$ cat src/core/ssup_params.svh
// Constants of the safety I/O supervisor: offsets, fields, resets, timing
`ifndef SSUP_PARAMS_SVH
`define SSUP_PARAMS_SVH

// Register byte offsets
`define SSUP_CTRL_OFS 12'h000
`define SSUP_RESTART_OFS 12'h004
`define SSUP_STSEL_OFS 12'h008
`define SSUP_NODE_OFS 12'h00c
`define SSUP_STATUS_OFS 12'h010
`define SSUP_FAULT_OFS 12'h014

// Control fields
`define SSUP_CTRL_DEMAND_LSB 0
`define SSUP_CTRL_DIP_EN_BIT 4
`define SSUP_CTRL_TEST_EN_BIT 5
`define SSUP_CTRL_GROUP_LSB 6

// Reset values
`define SSUP_CTRL_RST 32'h0000_0030
`define SSUP_RESTART_RST 8'h00
`define SSUP_STSEL_RST 16'h0000
`define SSUP_NODE_RST 4'h0

// Timing
`define SSUP_CLK_PERIOD_NS 100
`define SSUP_DIP_TIME_NS 2000
`define SSUP_DIP_PERIOD_US 10000
`define SSUP_TEST_LOW_NS 5000
`define SSUP_TEST_PERIOD_US 1000
`define SSUP_DIP_CYCLES (`SSUP_DIP_TIME_NS / `SSUP_CLK_PERIOD_NS)
`define SSUP_DIP_PERIOD_CYCLES (`SSUP_DIP_PERIOD_US * 1000 / `SSUP_CLK_PERIOD_NS)
`define SSUP_TEST_LOW_CYCLES (`SSUP_TEST_LOW_NS / `SSUP_CLK_PERIOD_NS)
`define SSUP_TEST_PERIOD_CYCLES (`SSUP_TEST_PERIOD_US * 1000 / `SSUP_CLK_PERIOD_NS)

`endif

$ cat src/core/ssup_pkg.sv
// Types of the safety I/O supervisor
package ssup_pkg;

    typedef enum logic [1:0] {
        SSUP_RESTART_AUTO,
        SSUP_RESTART_MANUAL,
        SSUP_RESTART_MONITORED,
        SSUP_RESTART_RSVD
    } ssup_restart_mode_type;

    typedef enum logic [1:0] {
        SSUP_GROUP_FOUR_SINGLE,
        SSUP_GROUP_TWO_DUAL,
        SSUP_GROUP_DUAL_TWO_SINGLE,
        SSUP_GROUP_RSVD
    } ssup_group_type;

    typedef struct packed {
        logic dip_en;
        logic [3:0] demand;
    } ssup_dip_req_type;

    typedef struct packed {
        logic fail;
        logic [1:0] index;
    } ssup_dip_result_type;

endpackage

$ cat src/core/ssup_dip.sv
// Periodic voltage-dip test of the safety outputs with readback check
`timescale 1ns/1ps
`default_nettype none
`include "ssup_params.svh"
module ssup_dip
    import ssup_pkg::*;
#(
    parameter int DIP_PERIOD = `SSUP_DIP_PERIOD_CYCLES
)
(
    // Clock and reset
    input wire logic clock,
    input wire logic rst_b,
    // Requested outputs and pin readback
    input wire ssup_dip_req_type req,
    input wire logic [3:0] readback,
    // Driven pins and result
    output logic [3:0] pins,
    output ssup_dip_result_type result
);
    localparam int DIP_LEN = (`SSUP_DIP_CYCLES < 1) ? 1 : `SSUP_DIP_CYCLES;

    logic [31:0] period_q;
    logic [15:0] dip_cnt_q;
    logic dipping_q;
    logic [1:0] index_q;
    logic [3:0] pins_q;
    logic fail_q;

    wire logic period_done = (period_q >= 32'(DIP_PERIOD - 1));
    wire logic dip_last = dipping_q && (dip_cnt_q == 16'(DIP_LEN - 1));
    wire logic [3:0] dip_mask = dipping_q ? (4'h1 << index_q) : 4'h0;
    wire logic [3:0] other = pins_q & ~dip_mask;
    // Active output pulled to 0 V for a few microseconds
    wire logic [3:0] pins_d = req.demand & ~((req.dip_en && dipping_q) ? dip_mask : 4'h0); // [RL10]
    // Tested pin must read low, every other pin must read its drive
    wire logic bad_dip = dip_last && req.demand[index_q]
        && (readback[index_q] || ((readback & ~dip_mask) != other)); // [RL11] [RL12]
    wire logic bad_start = req.dip_en && period_done && ((readback & pins_q) != pins_q); // [RL12]

    always_ff @(posedge clock or negedge rst_b)
    begin
        if (!rst_b)
            period_q <= 32'h0000_0000;
        else if (period_done || !req.dip_en)
            period_q <= 32'h0000_0000;
        else
            period_q <= period_q + 32'h0000_0001;
    end

    always_ff @(posedge clock or negedge rst_b)
    begin
        if (!rst_b)
        begin
            dipping_q <= 1'b0;
            dip_cnt_q <= 16'h0000;
            index_q <= 2'h0;
        end
        else if (dip_last || !req.dip_en)
        begin
            dipping_q <= 1'b0;
            dip_cnt_q <= 16'h0000;
            index_q <= dip_last ? index_q + 2'h1 : index_q;
        end
        else if (period_done)
            dipping_q <= 1'b1;
        else if (dipping_q)
            dip_cnt_q <= dip_cnt_q + 16'h0001;
    end

    always_ff @(posedge clock or negedge rst_b)
    begin
        if (!rst_b)
        begin
            pins_q <= 4'h0;
            fail_q <= 1'b0;
        end
        else
        begin
            pins_q <= pins_d;
            fail_q <= bad_dip || bad_start;
        end
    end

    assign pins = pins_q;
    assign result = '{fail: fail_q, index: index_q};
endmodule
`default_nettype wire

$ cat src/core/ssup_restart.sv
// Restart and contactor feedback supervision for one output channel
`timescale 1ns/1ps
`default_nettype none
module ssup_restart
    import ssup_pkg::*;
(
    // Clock and reset
    input wire logic clock,
    input wire logic rst_b,
    // Channel control
    input wire logic [1:0] mode,
    input wire logic demand,
    input wire logic restart_fbk,
    // Result
    output logic active
);
    typedef enum logic [1:0] {
        SSUP_R_OFF,
        SSUP_R_LOW_SEEN,
        SSUP_R_HIGH_SEEN,
        SSUP_R_ON
    } ssup_rstate_type;

    ssup_rstate_type state_q;
    ssup_rstate_type state_d;
    logic active_q;

    always_comb
    begin
        state_d = state_q;
        case (state_q)
            SSUP_R_OFF:
            begin
                if (demand && mode == SSUP_RESTART_AUTO && restart_fbk)
                    state_d = SSUP_R_ON; // [RL17]
                else if (demand && !restart_fbk)
                    state_d = SSUP_R_LOW_SEEN;
            end
            SSUP_R_LOW_SEEN:
            begin
                if (!demand)
                    state_d = SSUP_R_OFF;
                else if (restart_fbk && mode == SSUP_RESTART_MONITORED)
                    state_d = SSUP_R_HIGH_SEEN; // [RL16]
                else if (restart_fbk && mode != SSUP_RESTART_RSVD)
                    state_d = SSUP_R_ON; // [RL15] [RL17]
            end
            SSUP_R_HIGH_SEEN:
            begin
                if (!demand)
                    state_d = SSUP_R_OFF;
                else if (!restart_fbk)
                    state_d = SSUP_R_ON; // [RL16]
            end
            SSUP_R_ON:
            begin
                if (!demand)
                    state_d = SSUP_R_OFF;
                else if (mode == SSUP_RESTART_AUTO && !restart_fbk)
                    state_d = SSUP_R_OFF; // [RL17]
            end
            default:
                state_d = SSUP_R_OFF;
        endcase
    end

    always_ff @(posedge clock or negedge rst_b)
    begin
        if (!rst_b)
        begin
            state_q <= SSUP_R_OFF;
            active_q <= 1'b0;
        end
        else
        begin
            state_q <= state_d;
            active_q <= (state_d == SSUP_R_ON); // [RL7]
        end
    end

    assign active = active_q;
endmodule
`default_nettype wire

$ cat src/core/ssup_top.sv
// Safety I/O supervisor: enables, node address, restart, test and dip logic
`timescale 1ns/1ps
`default_nettype none
`include "ssup_params.svh"
// Function
// RL1: Run only while both permits held high
// RL2: Permits low disable normal operation
// RL3: Variant without permits is always enabled
// RL4: Node address from two select inputs
// RL5: At most four node addresses
// RL6: Installer never duplicates node address
// RL7: Restart input checks feedback and restart
// RL8: Status output shows input, output or node
// RL9: Test outputs detect shorts, four inputs each
// RL10: Periodic microsecond dip on active outputs
// RL11: Dip mismatch forces safe state at once
// RL12: Detect stuck low, stuck high, shorted outputs
// RL13: Four single, two dual, or mixed grouping
// RL14: Dual channel shares one feedback input
// RL15: Manual restart needs low-to-high transition
// RL16: Monitored restart needs low-high-low pulse
// RL17: Automatic restart while input held high
// RL18: Safe state holds outputs off until reset
module ssup_top
    import ssup_pkg::*;
#(
    parameter bit HAS_PERMIT = 1'b1,
    parameter int NUM_IN = 8,
    parameter int NUM_TEST = 2,
    parameter int NUM_STATUS = 4,
    parameter int DIP_PERIOD = `SSUP_DIP_PERIOD_CYCLES,
    parameter int TEST_PERIOD = `SSUP_TEST_PERIOD_CYCLES
)
(
    // Clock and reset
    input wire logic clock,
    input wire logic rst_b,
    // APB slave
    input wire logic psel,
    input wire logic penable,
    input wire logic pwrite,
    input wire logic [11:0] paddr,
    input wire logic [31:0] pwdata,
    output logic [31:0] prdata,
    output logic pready,
    output logic pslverr,
    // Enable and address straps
    input wire logic run_permit_a,
    input wire logic run_permit_b,
    input wire logic addr_select_bit0,
    input wire logic addr_select_bit1,
    // Field inputs and test outputs
    input wire logic [NUM_IN-1:0] field_in,
    output logic [NUM_TEST-1:0] test_out,
    // Safety outputs and feedback
    input wire logic [3:0] restart_fbk,
    input wire logic [3:0] output_readback,
    output logic [3:0] safety_switch_output,
    // Status outputs and state
    output logic [NUM_STATUS-1:0] status_out,
    output logic [1:0] node_addr,
    output logic enabled,
    output logic safe_state
);
    localparam int TEST_LOW = (`SSUP_TEST_LOW_CYCLES < 1) ? 1 : `SSUP_TEST_LOW_CYCLES;
    localparam int SRC_W = NUM_IN + 8;

    // Register state
    logic [31:0] ctrl_q;
    logic [7:0] restart_q;
    logic [15:0] stsel_q;
    logic [3:0] node_q;
    logic [NUM_IN-1:0] short_q;
    logic [31:0] prdata_q;
    logic pready_q;
    logic pslverr_q;

    // Block state
    logic enabled_q;
    logic [1:0] node_addr_q;
    logic safe_q;
    logic [31:0] test_cnt_q;
    logic [NUM_TEST-1:0] test_out_q;
    logic [NUM_STATUS-1:0] status_q;
    logic [3:0] chan_active;
    logic [3:0] dip_pins;
    ssup_dip_result_type dip_result;

    // Selects one bit of the status source vector
    function automatic logic pick_bit(input logic [SRC_W-1:0] src, input logic [3:0] sel);
        logic r;
        r = 1'b0;
        if (32'(sel) < SRC_W)
            r = src[sel];
        return r;
    endfunction

    // Compares an APB address with a register offset
    function automatic logic addr_is(input logic [11:0] a, input logic [11:0] ofs);
        return (a == ofs);
    endfunction

    // APB decode
    wire logic setup_ph = psel && !penable;
    wire logic wr_en = psel && penable && pready_q && pwrite;
    wire logic hit_ctrl = addr_is(paddr, `SSUP_CTRL_OFS);
    wire logic hit_restart = addr_is(paddr, `SSUP_RESTART_OFS);
    wire logic hit_stsel = addr_is(paddr, `SSUP_STSEL_OFS);
    wire logic hit_node = addr_is(paddr, `SSUP_NODE_OFS);
    wire logic hit_status = addr_is(paddr, `SSUP_STATUS_OFS);
    wire logic hit_fault = addr_is(paddr, `SSUP_FAULT_OFS);
    wire logic hit_any = hit_ctrl || hit_restart || hit_stsel || hit_node || hit_status
        || hit_fault;

    // Control fields
    wire logic [3:0] demand_reg = ctrl_q[`SSUP_CTRL_DEMAND_LSB +: 4];
    wire logic dip_en = ctrl_q[`SSUP_CTRL_DIP_EN_BIT];
    wire logic test_en = ctrl_q[`SSUP_CTRL_TEST_EN_BIT];
    wire ssup_group_type group = ssup_group_type'(ctrl_q[`SSUP_CTRL_GROUP_LSB +: 2]);

    // Enable gating
    wire logic permit_ok = HAS_PERMIT ? (run_permit_a && run_permit_b) : 1'b1; // [RL1] [RL2] [RL3]

    // Channel grouping: dual pairs follow the even channel
    wire logic pair_lo = (group == SSUP_GROUP_TWO_DUAL) || (group == SSUP_GROUP_DUAL_TWO_SINGLE); // [RL13]
    wire logic pair_hi = (group == SSUP_GROUP_TWO_DUAL); // [RL13]
    wire logic [3:0] chan_demand_raw = demand_reg & {4{enabled_q && !safe_q}}; // [RL2] [RL18]
    wire logic [3:0] chan_demand = {pair_hi ? chan_demand_raw[2] : chan_demand_raw[3],
        chan_demand_raw[2], pair_lo ? chan_demand_raw[0] : chan_demand_raw[1],
        chan_demand_raw[0]}; // [RL14]
    wire logic [3:0] chan_fbk = {pair_hi ? restart_fbk[2] : restart_fbk[3], restart_fbk[2],
        pair_lo ? restart_fbk[0] : restart_fbk[1], restart_fbk[0]}; // [RL14]
    wire logic [7:0] chan_mode = {pair_hi ? restart_q[5:4] : restart_q[7:6], restart_q[5:4],
        pair_lo ? restart_q[1:0] : restart_q[3:2], restart_q[1:0]};

    // Test output sequencing
    wire logic test_wrap = (test_cnt_q >= 32'(TEST_PERIOD - 1));
    wire logic test_low = test_en && (test_cnt_q < 32'(TEST_LOW));
    wire logic test_check = test_en && (test_cnt_q == 32'(TEST_LOW - 1));
    logic [NUM_IN-1:0] short_set;
    always_comb
    begin
        short_set = '0;
        for (int i = 0; i < NUM_IN; i++)
            short_set[i] = test_check && field_in[i]; // [RL9]
    end
    wire logic [NUM_IN-1:0] clean_in = field_in & ~short_q;

    // Status sources
    wire logic [SRC_W-1:0] status_src = {node_q, safety_switch_output, clean_in};
    logic [NUM_STATUS-1:0] status_d;
    always_comb
    begin
        status_d = '0;
        for (int s = 0; s < NUM_STATUS; s++)
            status_d[s] = pick_bit(status_src, stsel_q[4*s +: 4]); // [RL8]
    end

    // Read data
    wire logic [31:0] status_word = {17'h0_0000, dip_result.index, test_en, chan_active,
        safe_q, enabled_q, safety_switch_output, node_addr_q};
    wire logic [31:0] rd_mux = hit_ctrl ? ctrl_q
        : hit_restart ? {24'h00_0000, restart_q}
        : hit_stsel ? {16'h0000, stsel_q}
        : hit_node ? {28'h000_0000, node_q}
        : hit_status ? status_word
        : hit_fault ? 32'(short_q)
        : 32'h0000_0000;

    ssup_restart u_restart[3:0]
    (
        .clock(clock),
        .rst_b(rst_b),
        .mode(chan_mode),
        .demand(chan_demand),
        .restart_fbk(chan_fbk),
        .active(chan_active)
    );

    // Dip request: only active channels outside the safe state
    wire ssup_dip_req_type dip_req = '{dip_en: dip_en, demand: chan_active & {4{!safe_q}}};

    ssup_dip #(
        .DIP_PERIOD(DIP_PERIOD)
    ) u_dip
    (
        .clock(clock),
        .rst_b(rst_b),
        .req(dip_req),
        .readback(output_readback),
        .pins(dip_pins),
        .result(dip_result)
    );

    // APB response
    always_ff @(posedge clock or negedge rst_b)
    begin
        if (!rst_b)
        begin
            pready_q <= 1'b0;
            pslverr_q <= 1'b0;
            prdata_q <= 32'h0000_0000;
        end
        else
        begin
            pready_q <= setup_ph;
            pslverr_q <= setup_ph && !hit_any;
            prdata_q <= (setup_ph && !pwrite) ? rd_mux : 32'h0000_0000;
        end
    end

    // Writable registers
    always_ff @(posedge clock or negedge rst_b)
    begin
        if (!rst_b)
        begin
            ctrl_q <= `SSUP_CTRL_RST;
            restart_q <= `SSUP_RESTART_RST;
            stsel_q <= `SSUP_STSEL_RST;
            node_q <= `SSUP_NODE_RST;
        end
        else if (wr_en)
        begin
            if (hit_ctrl)
                ctrl_q <= {24'h00_0000, pwdata[7:0]};
            if (hit_restart)
                restart_q <= pwdata[7:0];
            if (hit_stsel)
                stsel_q <= pwdata[15:0];
            if (hit_node)
                node_q <= pwdata[3:0];
        end
    end

    // Input short flags: set wins over write-one-to-clear
    always_ff @(posedge clock or negedge rst_b)
    begin
        if (!rst_b)
            short_q <= '0;
        else
            short_q <= (short_q & ~((wr_en && hit_fault) ? pwdata[NUM_IN-1:0] : '0))
                | short_set; // [RL9]
    end

    // Enable and node address sampling
    always_ff @(posedge clock or negedge rst_b)
    begin
        if (!rst_b)
        begin
            enabled_q <= 1'b0;
            node_addr_q <= 2'h0;
        end
        else
        begin
            enabled_q <= permit_ok; // [RL1] [RL2] [RL3]
            node_addr_q <= {addr_select_bit1, addr_select_bit0}; // [RL4] [RL5]
        end
    end

    // Latched safe state after a failed dip test
    always_ff @(posedge clock or negedge rst_b)
    begin
        if (!rst_b)
            safe_q <= 1'b0;
        else if (dip_result.fail)
            safe_q <= 1'b1; // [RL11] [RL18]
    end

    // Test output generator
    always_ff @(posedge clock or negedge rst_b)
    begin
        if (!rst_b)
        begin
            test_cnt_q <= 32'h0000_0000;
            test_out_q <= '1;
        end
        else
        begin
            test_cnt_q <= (test_wrap || !test_en) ? 32'h0000_0000 : test_cnt_q + 32'h0000_0001;
            test_out_q <= {NUM_TEST{!test_low}}; // [RL9]
        end
    end

    // Status outputs
    always_ff @(posedge clock or negedge rst_b)
    begin
        if (!rst_b)
            status_q <= '0;
        else
            status_q <= status_d; // [RL8]
    end

    assign prdata = prdata_q;
    assign pready = pready_q;
    assign pslverr = pslverr_q;
    assign test_out = test_out_q;
    assign safety_switch_output = dip_pins; // [RL10] [RL18]
    assign status_out = status_q;
    assign node_addr = node_addr_q;
    assign enabled = enabled_q;
    assign safe_state = safe_q;
endmodule
`default_nettype wire

$ cat config.mk
export PLATFORM = sky130hd
export DESIGN_NAME = ssup_top
export DESIGN_NICKNAME = d
export VERILOG_FILES = /design/src/core/ssup_pkg.sv /design/src/core/ssup_dip.sv /design/src/core/ssup_restart.sv /design/src/core/ssup_top.sv
export VERILOG_INCLUDE_DIRS = /design/src /design/src/core
export SDC_FILE = /design/constraint.sdc
export NUM_CORES = 1
export LEC_CHECK = 0
export ABC_AREA = 1
export BUFFER_PORTS_ARGS = -buffer_cell sky130_fd_sc_hd__clkbuf_2
export CAP_MARGIN = 20
export CORE_ASPECT_RATIO = 1.1
export CORE_MARGIN = 1
export CORE_UTILIZATION = 40
export DETAILED_ROUTE_END_ITERATION = 10
export GPL_ROUTABILITY_DRIVEN = 0
export HOLD_SLACK_MARGIN = 0.1
export PLACE_DENSITY = 0.59
export RECOVER_POWER = 100
export SYNTH_ARGS = -nofsm -noshare
export SYNTH_HDL_FRONTEND = slang
export SYNTH_SLANG_ARGS = --single-unit
$ cat constraint.sdc
create_clock -name clock -period 5 [get_ports clock]
set_input_delay 0.75 -clock clock [delete_from_list [all_inputs] [get_ports clock]]
set_output_delay 0.75 -clock clock [all_outputs]
set_load 0.01 [all_outputs]
# == Word-level counts from Yosys, hierarchy flattened ==
# Index checks and enable logic that the tools add are counted.
# totals
ff_bits,171
inputBits,69
output_inout_bits,48
word_cells,253
# classes
add_sub_neg,4
order_cmp,8
n_eq_ne,36
shift,1
mux,75
bitwise,13
n_reduce_logical,88
# ops
operator,count
$mux W16,7
$mux W2,38
$add A32 B1 Y32 const B,2
$mux W32,2
$logic_and A1 B1 Y1,49
$eq A2 B2 Y1 const B,17
$eq A32 B6 Y1 const B,1
$ge A32 B14 Y1 const B,1
$ge A32 B17 Y1 const B,1
$lt A32 B6 Y1 const B,1
$pmux W2 S4,4
$mux W15,2
$and A4 B4 Y4,6
$eq A12 B4 Y1 const B,2
$eq A12 B5 Y1 const B,2
$lt A4 B5 Y1 const B,4
$add A16 B1 Y16 const B,1
$and A8 B8 Y8,2
$bmux W1 S4,4
$eq A16 B5 Y1 const B,1
$logic_not A2 Y1,8
$mux W8,2
$not A8 Y8,2
$eq A12 B3 Y1 const B,1
other kinds (16),65

# == Longest topological paths before layout ==
# Gate-level depths: netlist of the first run.
# depth
ltp_word,10
depth_mapped,13

# == Modules after synthesis ==
# From an unflattened synthesis of the first run, not the netlist that was laid out.
# hier_totals
cells_unflattened,1140
area_unflattened_um2,8951.1
# by_module_without_submodules
mod,instances,cells_each,area_per_inst_um2
ssup_top,1,642,5221.3
ssup_dip,1,370,2959.1
ssup_restart,4,32,192.7

# == Worst setup path after synthesis of the first run ==
# Ideal clock, no wire load.
# synth_timing
kind,input port to flip-flop
startpoint,input paddr[11]
endpoint,register ctrl_q[6]
setup_ns,0.127
t_arrival_ns,1.711
required_time_ns,4.873
path_slack_ns,3.162
path_stages,7
path_cell_list,nor2_1 > nand2_1 > nor2_4 > nand3_1 > buf_2 > nand2_1 > o21ai_0
# synth_via
elab_chain_cells,2
# synth_lines
element,line_no,rtl
from (decl),ssup_top.sv:42,"input wire logic [11:0] paddr,"
$logic_not A12 Y1,ssup_top.sv:100,return (a == ofs);
$reduce_and A2 Y1 (no line),-,
to (signal assigned),ssup_top.sv:217,ctrl_q <= `SSUP_CTRL_RST;
to (signal assigned),ssup_top.sv:225,"ctrl_q <= {24'h00_0000, pwdata[7:0]};"
to (decl),ssup_top.sv:69,logic [31:0] ctrl_q;
# No other way between the ends.
# A chain may end at the register's enable or synchronous reset.

==> flow_summary.ini, run 1 <==
[critical_path]
reg2reg_slack_ns = 2.21
cp_slowest_stage_delay_ns = 1.59
worstPathArrival_ns = 2.96
crit_type = primary input to asynchronous set/reset pin
critPathSlowestCell = clkbuf_2
path_delay_family = buffers and inverters
worstPathRequired_ns = 5.11
start_kind = primary input
crit_chain = buf_6 > clkbuf_2
crit_fanout = 87
end_kind = asynchronous set/reset pin
path_buf_inv = 2

[floorplanning]
io-pin-count = 117
die-area_mm2 = 0.0228
die_height_um = 158
rows = 56
die_x_um = 144
start_util_pct = 41.2
core_area_mm2 = 0.0215

[final_layout]
final_common_cell = nand2_1
layout_common_cells = nand2_1 (267), dfrtp_1 (168), nor2_1 (151)
final_net_count = 1338
area_delta_synth_final_pct = 14.2
final_layout_size_suffix_gt1_share_pct = 7.54
n_fill_cell = 2197

[sta]
period_share_pct = 56.9
rsz0062_at_grt = no
setup_viol = 0
period_needed_ns = 2.85
hold_slack_ns = 0.316
drv_slew = 88
finClkSkew_ns = 0.0146
hold_viol = 0
max_slew_margin_pct = -40.4
tns_ns = 0
max_freq_mhz = 351
max_slew.worst_pin.slew_ns = 2.11

[clock_network]
clk_pin_slew_worst_paths_ns = 0.08
cts_sinks = 171
clk_path_buf_depth = 2
cts_made_buffers = 17
hold_buffers = 0
ctsHtreeMaxLevel = 4
cts_tree = done
cts_setup_buffers = 0
insertion_delay_ns = 0.44
cts-resized-gates = 0
clock-root-buffer = clkbuf_16

[route]
wirelength_um = 21800
post_drt_wl_per_cell_um = 13.9
drtIter0Drc = 521
avgViaCountPerCell = 4.85
ant_nets = 0
drtPass1Iterations = 5
drc = 0
vias = 7593

[global_route]
antenna_found_initial = 2
grt_overflow = 0
first_global_vias = 7132
grtUsageTotal_pct = 20.4
grt_pass1_wl_um = 35600
grt_start_max_net_pins = 88

[synthesis]
postSynthAreaPerCell_um2 = 7.75
yosys_warnings = 0
ys_ff_latch = 171
ys_async_sr_fraction_pct = 100
synth_cells = 1145
netlist_area_mm2 = 0.00887
yosysTopAreaCell = dfrtp_1
synth.top_cell.area_share_pct = 47.4
ys_seq_area_share_pct = 48.3
yosys-top-cells-area = dfrtp_1 (47%), nand2_1 (11%), nor2_1 (6.4%)
yosysUniqueCellTypes = 43
synth_edf_count = 0
ys.flop_type = dfrtp_1

[outcome]
outcome = complete, but fails checks
violations = max-capacitance violations, max-slew violations

[place]
port_buffers = 84
dp_hpwl_um = 16100

[pwr]
p_leak_nw = 4.80
ir_drop_mv = 0.228
power_per_cell_area_mw_per_mm2 = 305

[hold_path]
hp-class = primary input to asynchronous set/reset pin

[run]
cap_violations = 1
## cells in the mapped netlist (all sizes together) (2+ instances only)
cell type,count
clkbuf,6
nor3b,7
o2111ai,2
nand3b,3
dfrtp,168
o221ai,2
ha,9
dfstp,3
nand4,20
nand2,269
buf,31
a31oi,2
xnor2,2
inv,143
nand3,82
nor2,154
and2,3
xor2,15
a21oi,49
nor3,24
o211ai,17
or2,3
a211oi,2
o21ai,120
nor4,3
## where the power goes
part	leakage (nW)	internal, mW	switching [mW]	total [mW]
registers	2.23	1.43	0.0508	1.48
logic	2.27	0.0740	0.160	0.234
clock network	0.300	0.726	0.643	1.37
## area by class of cell
class | instances | area [um2] | share of cell area [%]
Inverter | 144 | 542 | 5.35
Tap cell | 290 | 363 | 3.58
Multi-Input combinational cell | 841 | 3920 | 38.7
Sequential cell | 171 | 4280 | 42.3
Clock buffer | 17 | 425 | 4.20
Clock inverter | 15 | 201 | 1.99
Antenna cell | 1 | 2.50 | 0.0247
Timing Repair Buffer | 85 | 389 | 3.84
## registers in the layout, indices dropped and copies added (netlist names)
name               count
ctrl_q                 8
enabled                1
node_addr              2
node_q                 4
prdata                16
pready                 1
pslverr                1
restart_q              8
safe_state             1
short_q                8
status_out             4
stsel_q               16
test_cnt_q            32
test_out               1
u_dip.dip_cnt_q       16
u_dip.dipping_q        1
u_dip.fail_q           1
u_dip.index_q          2
u_dip.period_q        32
u_dip.pins             4
u_restart.active       4
u_restart.state_q      8
## layer usage
metal / part of all wire, % / vias to the layer above / track usage (%) / routed length, um
met1: 44 / 3474 / 25.3 / 9690
met2: 48 / 199 / 34.7 / 10400
met4: 2.8 / 2 / 8.16 / 614
met3: 5.0 / 44 / 3.81 / 1080
li1: - / 3874 / - / -
met5: 0.060 / - / 0 / 13
## logic make-up after synthesis
| logic type | count (synthesis) | synth area share (%) |
|---|---|---|
| adder cells (fa/ha/maj) | 9 | 1.27 |
| other | 1 | 0.0423 |
| AND/OR/NAND/NOR | 569 | 27.9 |
| AO/OA/AOI/OAI | 197 | 11.9 |
| buffers and inverters | 181 | 8.89 |
| flip-flops | 171 | 48.3 |
| XOR/XNOR | 17 | 1.68 |
## worst paths after layout
check,depth (start not counted),from,to
worst max register to register,9,u_dip.dip_cnt_q[0],u_dip.dip_cnt_q[13]
worst max-delay path,2,rst_b,stsel_q[4]
worst min-delay path,1,rst_b,stsel_q[14]
worst min register to register,1,u_dip.fail_q,safe_state
max in group clock,9,u_dip.dip_cnt_q[0],u_dip.dip_cnt_q[13]
min in group clock,1,addr_select_bit0,node_addr[0]
## stage by stage
stage / cell area [um2] / setup slack [ns] / power [mW] / instances / util [%]
floorplan: 9050 / 3.16 / 1.64 / 1193 / -
global placement: 9610 / 2.59 / 1.75 / 1531 / 44.7
detailed placement: 9610 / 2.64 / 1.75 / 1531 / 44.7
CTS: 10200 / 2.86 / 3.13 / 1563 / 47.6
global route: 10100 / 1.53 / 3.22 / 1563 / 47.1
finish: 10100 / 2.15 / 3.08 / 1564 / 47.1
(Power assumes the default switching activity.)
==> run 2: changes to the inputs <==
--- a/config.mk
+++ b/config.mk
@@ -15,7 +15,7 @@
 export DETAILED_ROUTE_END_ITERATION = 10
 export GPL_ROUTABILITY_DRIVEN = 0
 export HOLD_SLACK_MARGIN = 0.1
-export PLACE_DENSITY = 0.59
+export PLACE_DENSITY = 0.61
 export RECOVER_POWER = 100
 export SYNTH_ARGS = -nofsm -noshare
 export SYNTH_HDL_FRONTEND = slang
==> constraint.sdc (replaced) <==
create_clock -name clock -period 2.4 [get_ports clock]
set_input_delay 0.36 -clock clock [delete_from_list [all_inputs] [get_ports clock]]
set_output_delay 0.36 -clock clock [all_outputs]
set_load 0.01 [all_outputs]
==> run 2 against run 1 <==
Against the previous run:
- the run now ends clean
- global-route usage up 0.17 points
- register-to-register slack worse by 1.9 ns
- die area unchanged
- largest power group unchanged
- highest routed layer is now met4
- combinational power increased by 120%
==> flow_summary.ini, run 2 (synthesized netlist as in run 1, its figures left out) <==
[outcome]
outcome = completed

[floorplanning]
die_x_um = 144
die_height_um = 158
start_util_pct = 41.2
die-area_mm2 = 0.0228
core_area_mm2 = 0.0215
rows = 56
io-pin-count = 117

[critical_path]
critPathSlowestCell = dfrtp_1
crit_chain = ha_1 > nand2_1 > nor2_1 > nand2_1 > nand2_1 > nand2_1 > nand2_1 > nand2_1 > nand3_1 > buf_4 > nand3_1 > nand2_1
startpoint = u_dip.period_q[0]
r2r_end = u_dip.dip_cnt_q[14]
crit_type = register to register
worstPathArrival_ns = 2.39
ff2ff_path_depth = 12
cp_slowest_stage_delay_ns = 0.40
start_kind = register
setup.worst_path.end = u_dip.dip_cnt_q[14]
end_kind = register
crit_fanout = 9
reg2reg_slack_ns = 0.33
cp_common_cell = nand2_1
rr_startpoint = u_dip.period_q[0]
worstPathRequired_ns = 2.72

[final_layout]
final_net_count = 1350
area_delta_synth_final_pct = 15.3
final_layout_size_suffix_gt1_share_pct = 8.25
insertedDiodeCount = 0
n_fill_cell = 2172
utilization_pct = 47.5
layout_common_cells = nand2_1 (266), dfrtp_1 (168), nor2_1 (152)
seqCellArea_mm2 = 0.00428
top_regs = test_cnt_q x32, u_dip.period_q x32
final_common_cell = nand2_1
multi_input_area_mm2 = 0.00395

[route]
top_layer_used = met4
met1Wirelength_um = 9760
wirelength_um = 21800
drtPass1Iterations = 5
post_drt_wl_per_cell_um = 13.8
drc = 0
drtIter0Drc = 476
avgViaCountPerCell = 4.93
wl_met3_um = 989
vias = 7758
ant_nets = 0
met2_wirelength_um = 10400

[clock_network]
cts_tree = done
cts_setup_buffers = 0
ctsHtreeMaxLevel = 4
cts_made_buffers = 17
clk_path_buf_depth = 2
insertion_delay_ns = 0.43
cts-resized-gates = 0
clock-root-buffer = clkbuf_16
clk_pin_slew_worst_paths_ns = 0.07
cts_sinks = 171

[sta]
tns_ns = 0
hold_slack_ns = 0.117
drv_slew = 0
setup_ws_ns = 0.333
max_freq_mhz = 484
max_slew.worst_pin.slew_ns = 1.39
period_share_pct = 86.1
rsz0062_at_grt = no
period_needed_ns = 2.07
setup_viol = 0
hold_viol = 0
max_slew_margin_pct = 7.28
finClkSkew_ns = 0.00607

[run]
cap_violations = 0

[global_route]
antenna_found_initial = 0
grt_pass1_wl_um = 36100
first_global_vias = 7360
grt_start_max_net_pins = 54
grtUsageTotal_pct = 20.5
grt_overflow = 0

[place]
dp_hpwl_um = 16300
post-place-ws_ns = 0.489
port_buffers = 84

[pwr]
ir_drop_mv = 0.363
pwr-share-seq_pct = 48.8
p_clk_share_pct = 43.2
p_sw_mw = 1.61
p_leak_nw = 4.84
power_per_cell_area_mw_per_mm2 = 619
p_int_mw = 4.72
switching_share_pct = 25.4
combPwrFrac_pct = 8.0

[hold_path]
hp-class = primary input to register
-- run 2: worst min-delay path by stage --
stage / from / endpoint / cells past startpoint
after detailed placement: rst_b / prdata[15] / 1
after CTS: run_permit_a / enabled / 3
after floorplan: rst_b / ctrl_q[0] / 0
after global placement: rst_b / prdata[15] / 1
final: run_permit_a / enabled / 3
after global routing: run_permit_a / enabled / 3
-- run 2: cell type report --
cell class | count | area share (%)
timing repair buffer | 97 | 4.93
inverter | 144 | 5.30
multi-input combinational | 841 | 38.6
sequential | 171 | 41.9
tap | 290 | 3.55
clock inverter | 12 | 1.36
clock buffer | 20 | 4.37
-- run 2: per-stage QoR --
stage | power (mW) | std cells | area, um2
2_1_floorplan | 3.41 | 1193 | 9050
3_3_place_gp | 3.64 | 1539 | 9680
3_5_place_dp | 3.66 | 1539 | 9680
4_1_cts | 6.42 | 1575 | 10300
5_1_grt | 6.62 | 1575 | 10200
6_report | 6.33 | 1575 | 10200
-- run 2: timing repair --
item,4_1_cts,5_1_grt
setup endpoints to repair,0,0
endpoints found under the hold margin,51,0
hold buffers,4,0
-- run 2: worst max-delay path: cells and delay by family, from the launching register on --
family        cells  cell delay [ns]
fa+ha+maj         1             0.21
flops             1             0.40
simple gates     10             1.02
buf+inv           1             0.32
-- run 2: power by group through the flow --
| stage | registers (mW) | logic, mW | clock network, mW |
|---|---|---|---|
| floorplan | 3.11 | 0.302 | 0 |
| finish | 3.09 | 0.507 | 2.74 |
| global route | 3.10 | 0.594 | 2.92 |
| detailed placement | 3.14 | 0.513 | 0 |
| global placement | 3.14 | 0.504 | 0 |
| CTS | 3.09 | 0.519 | 2.81 |
-- run 2: routing by layer --
metal	up-vias	GRT usage, %
li1	3907	-
met1	3601	26.4
met2	209	34.4
met3	41	3.30
met4	0	8.26
met5	-	0
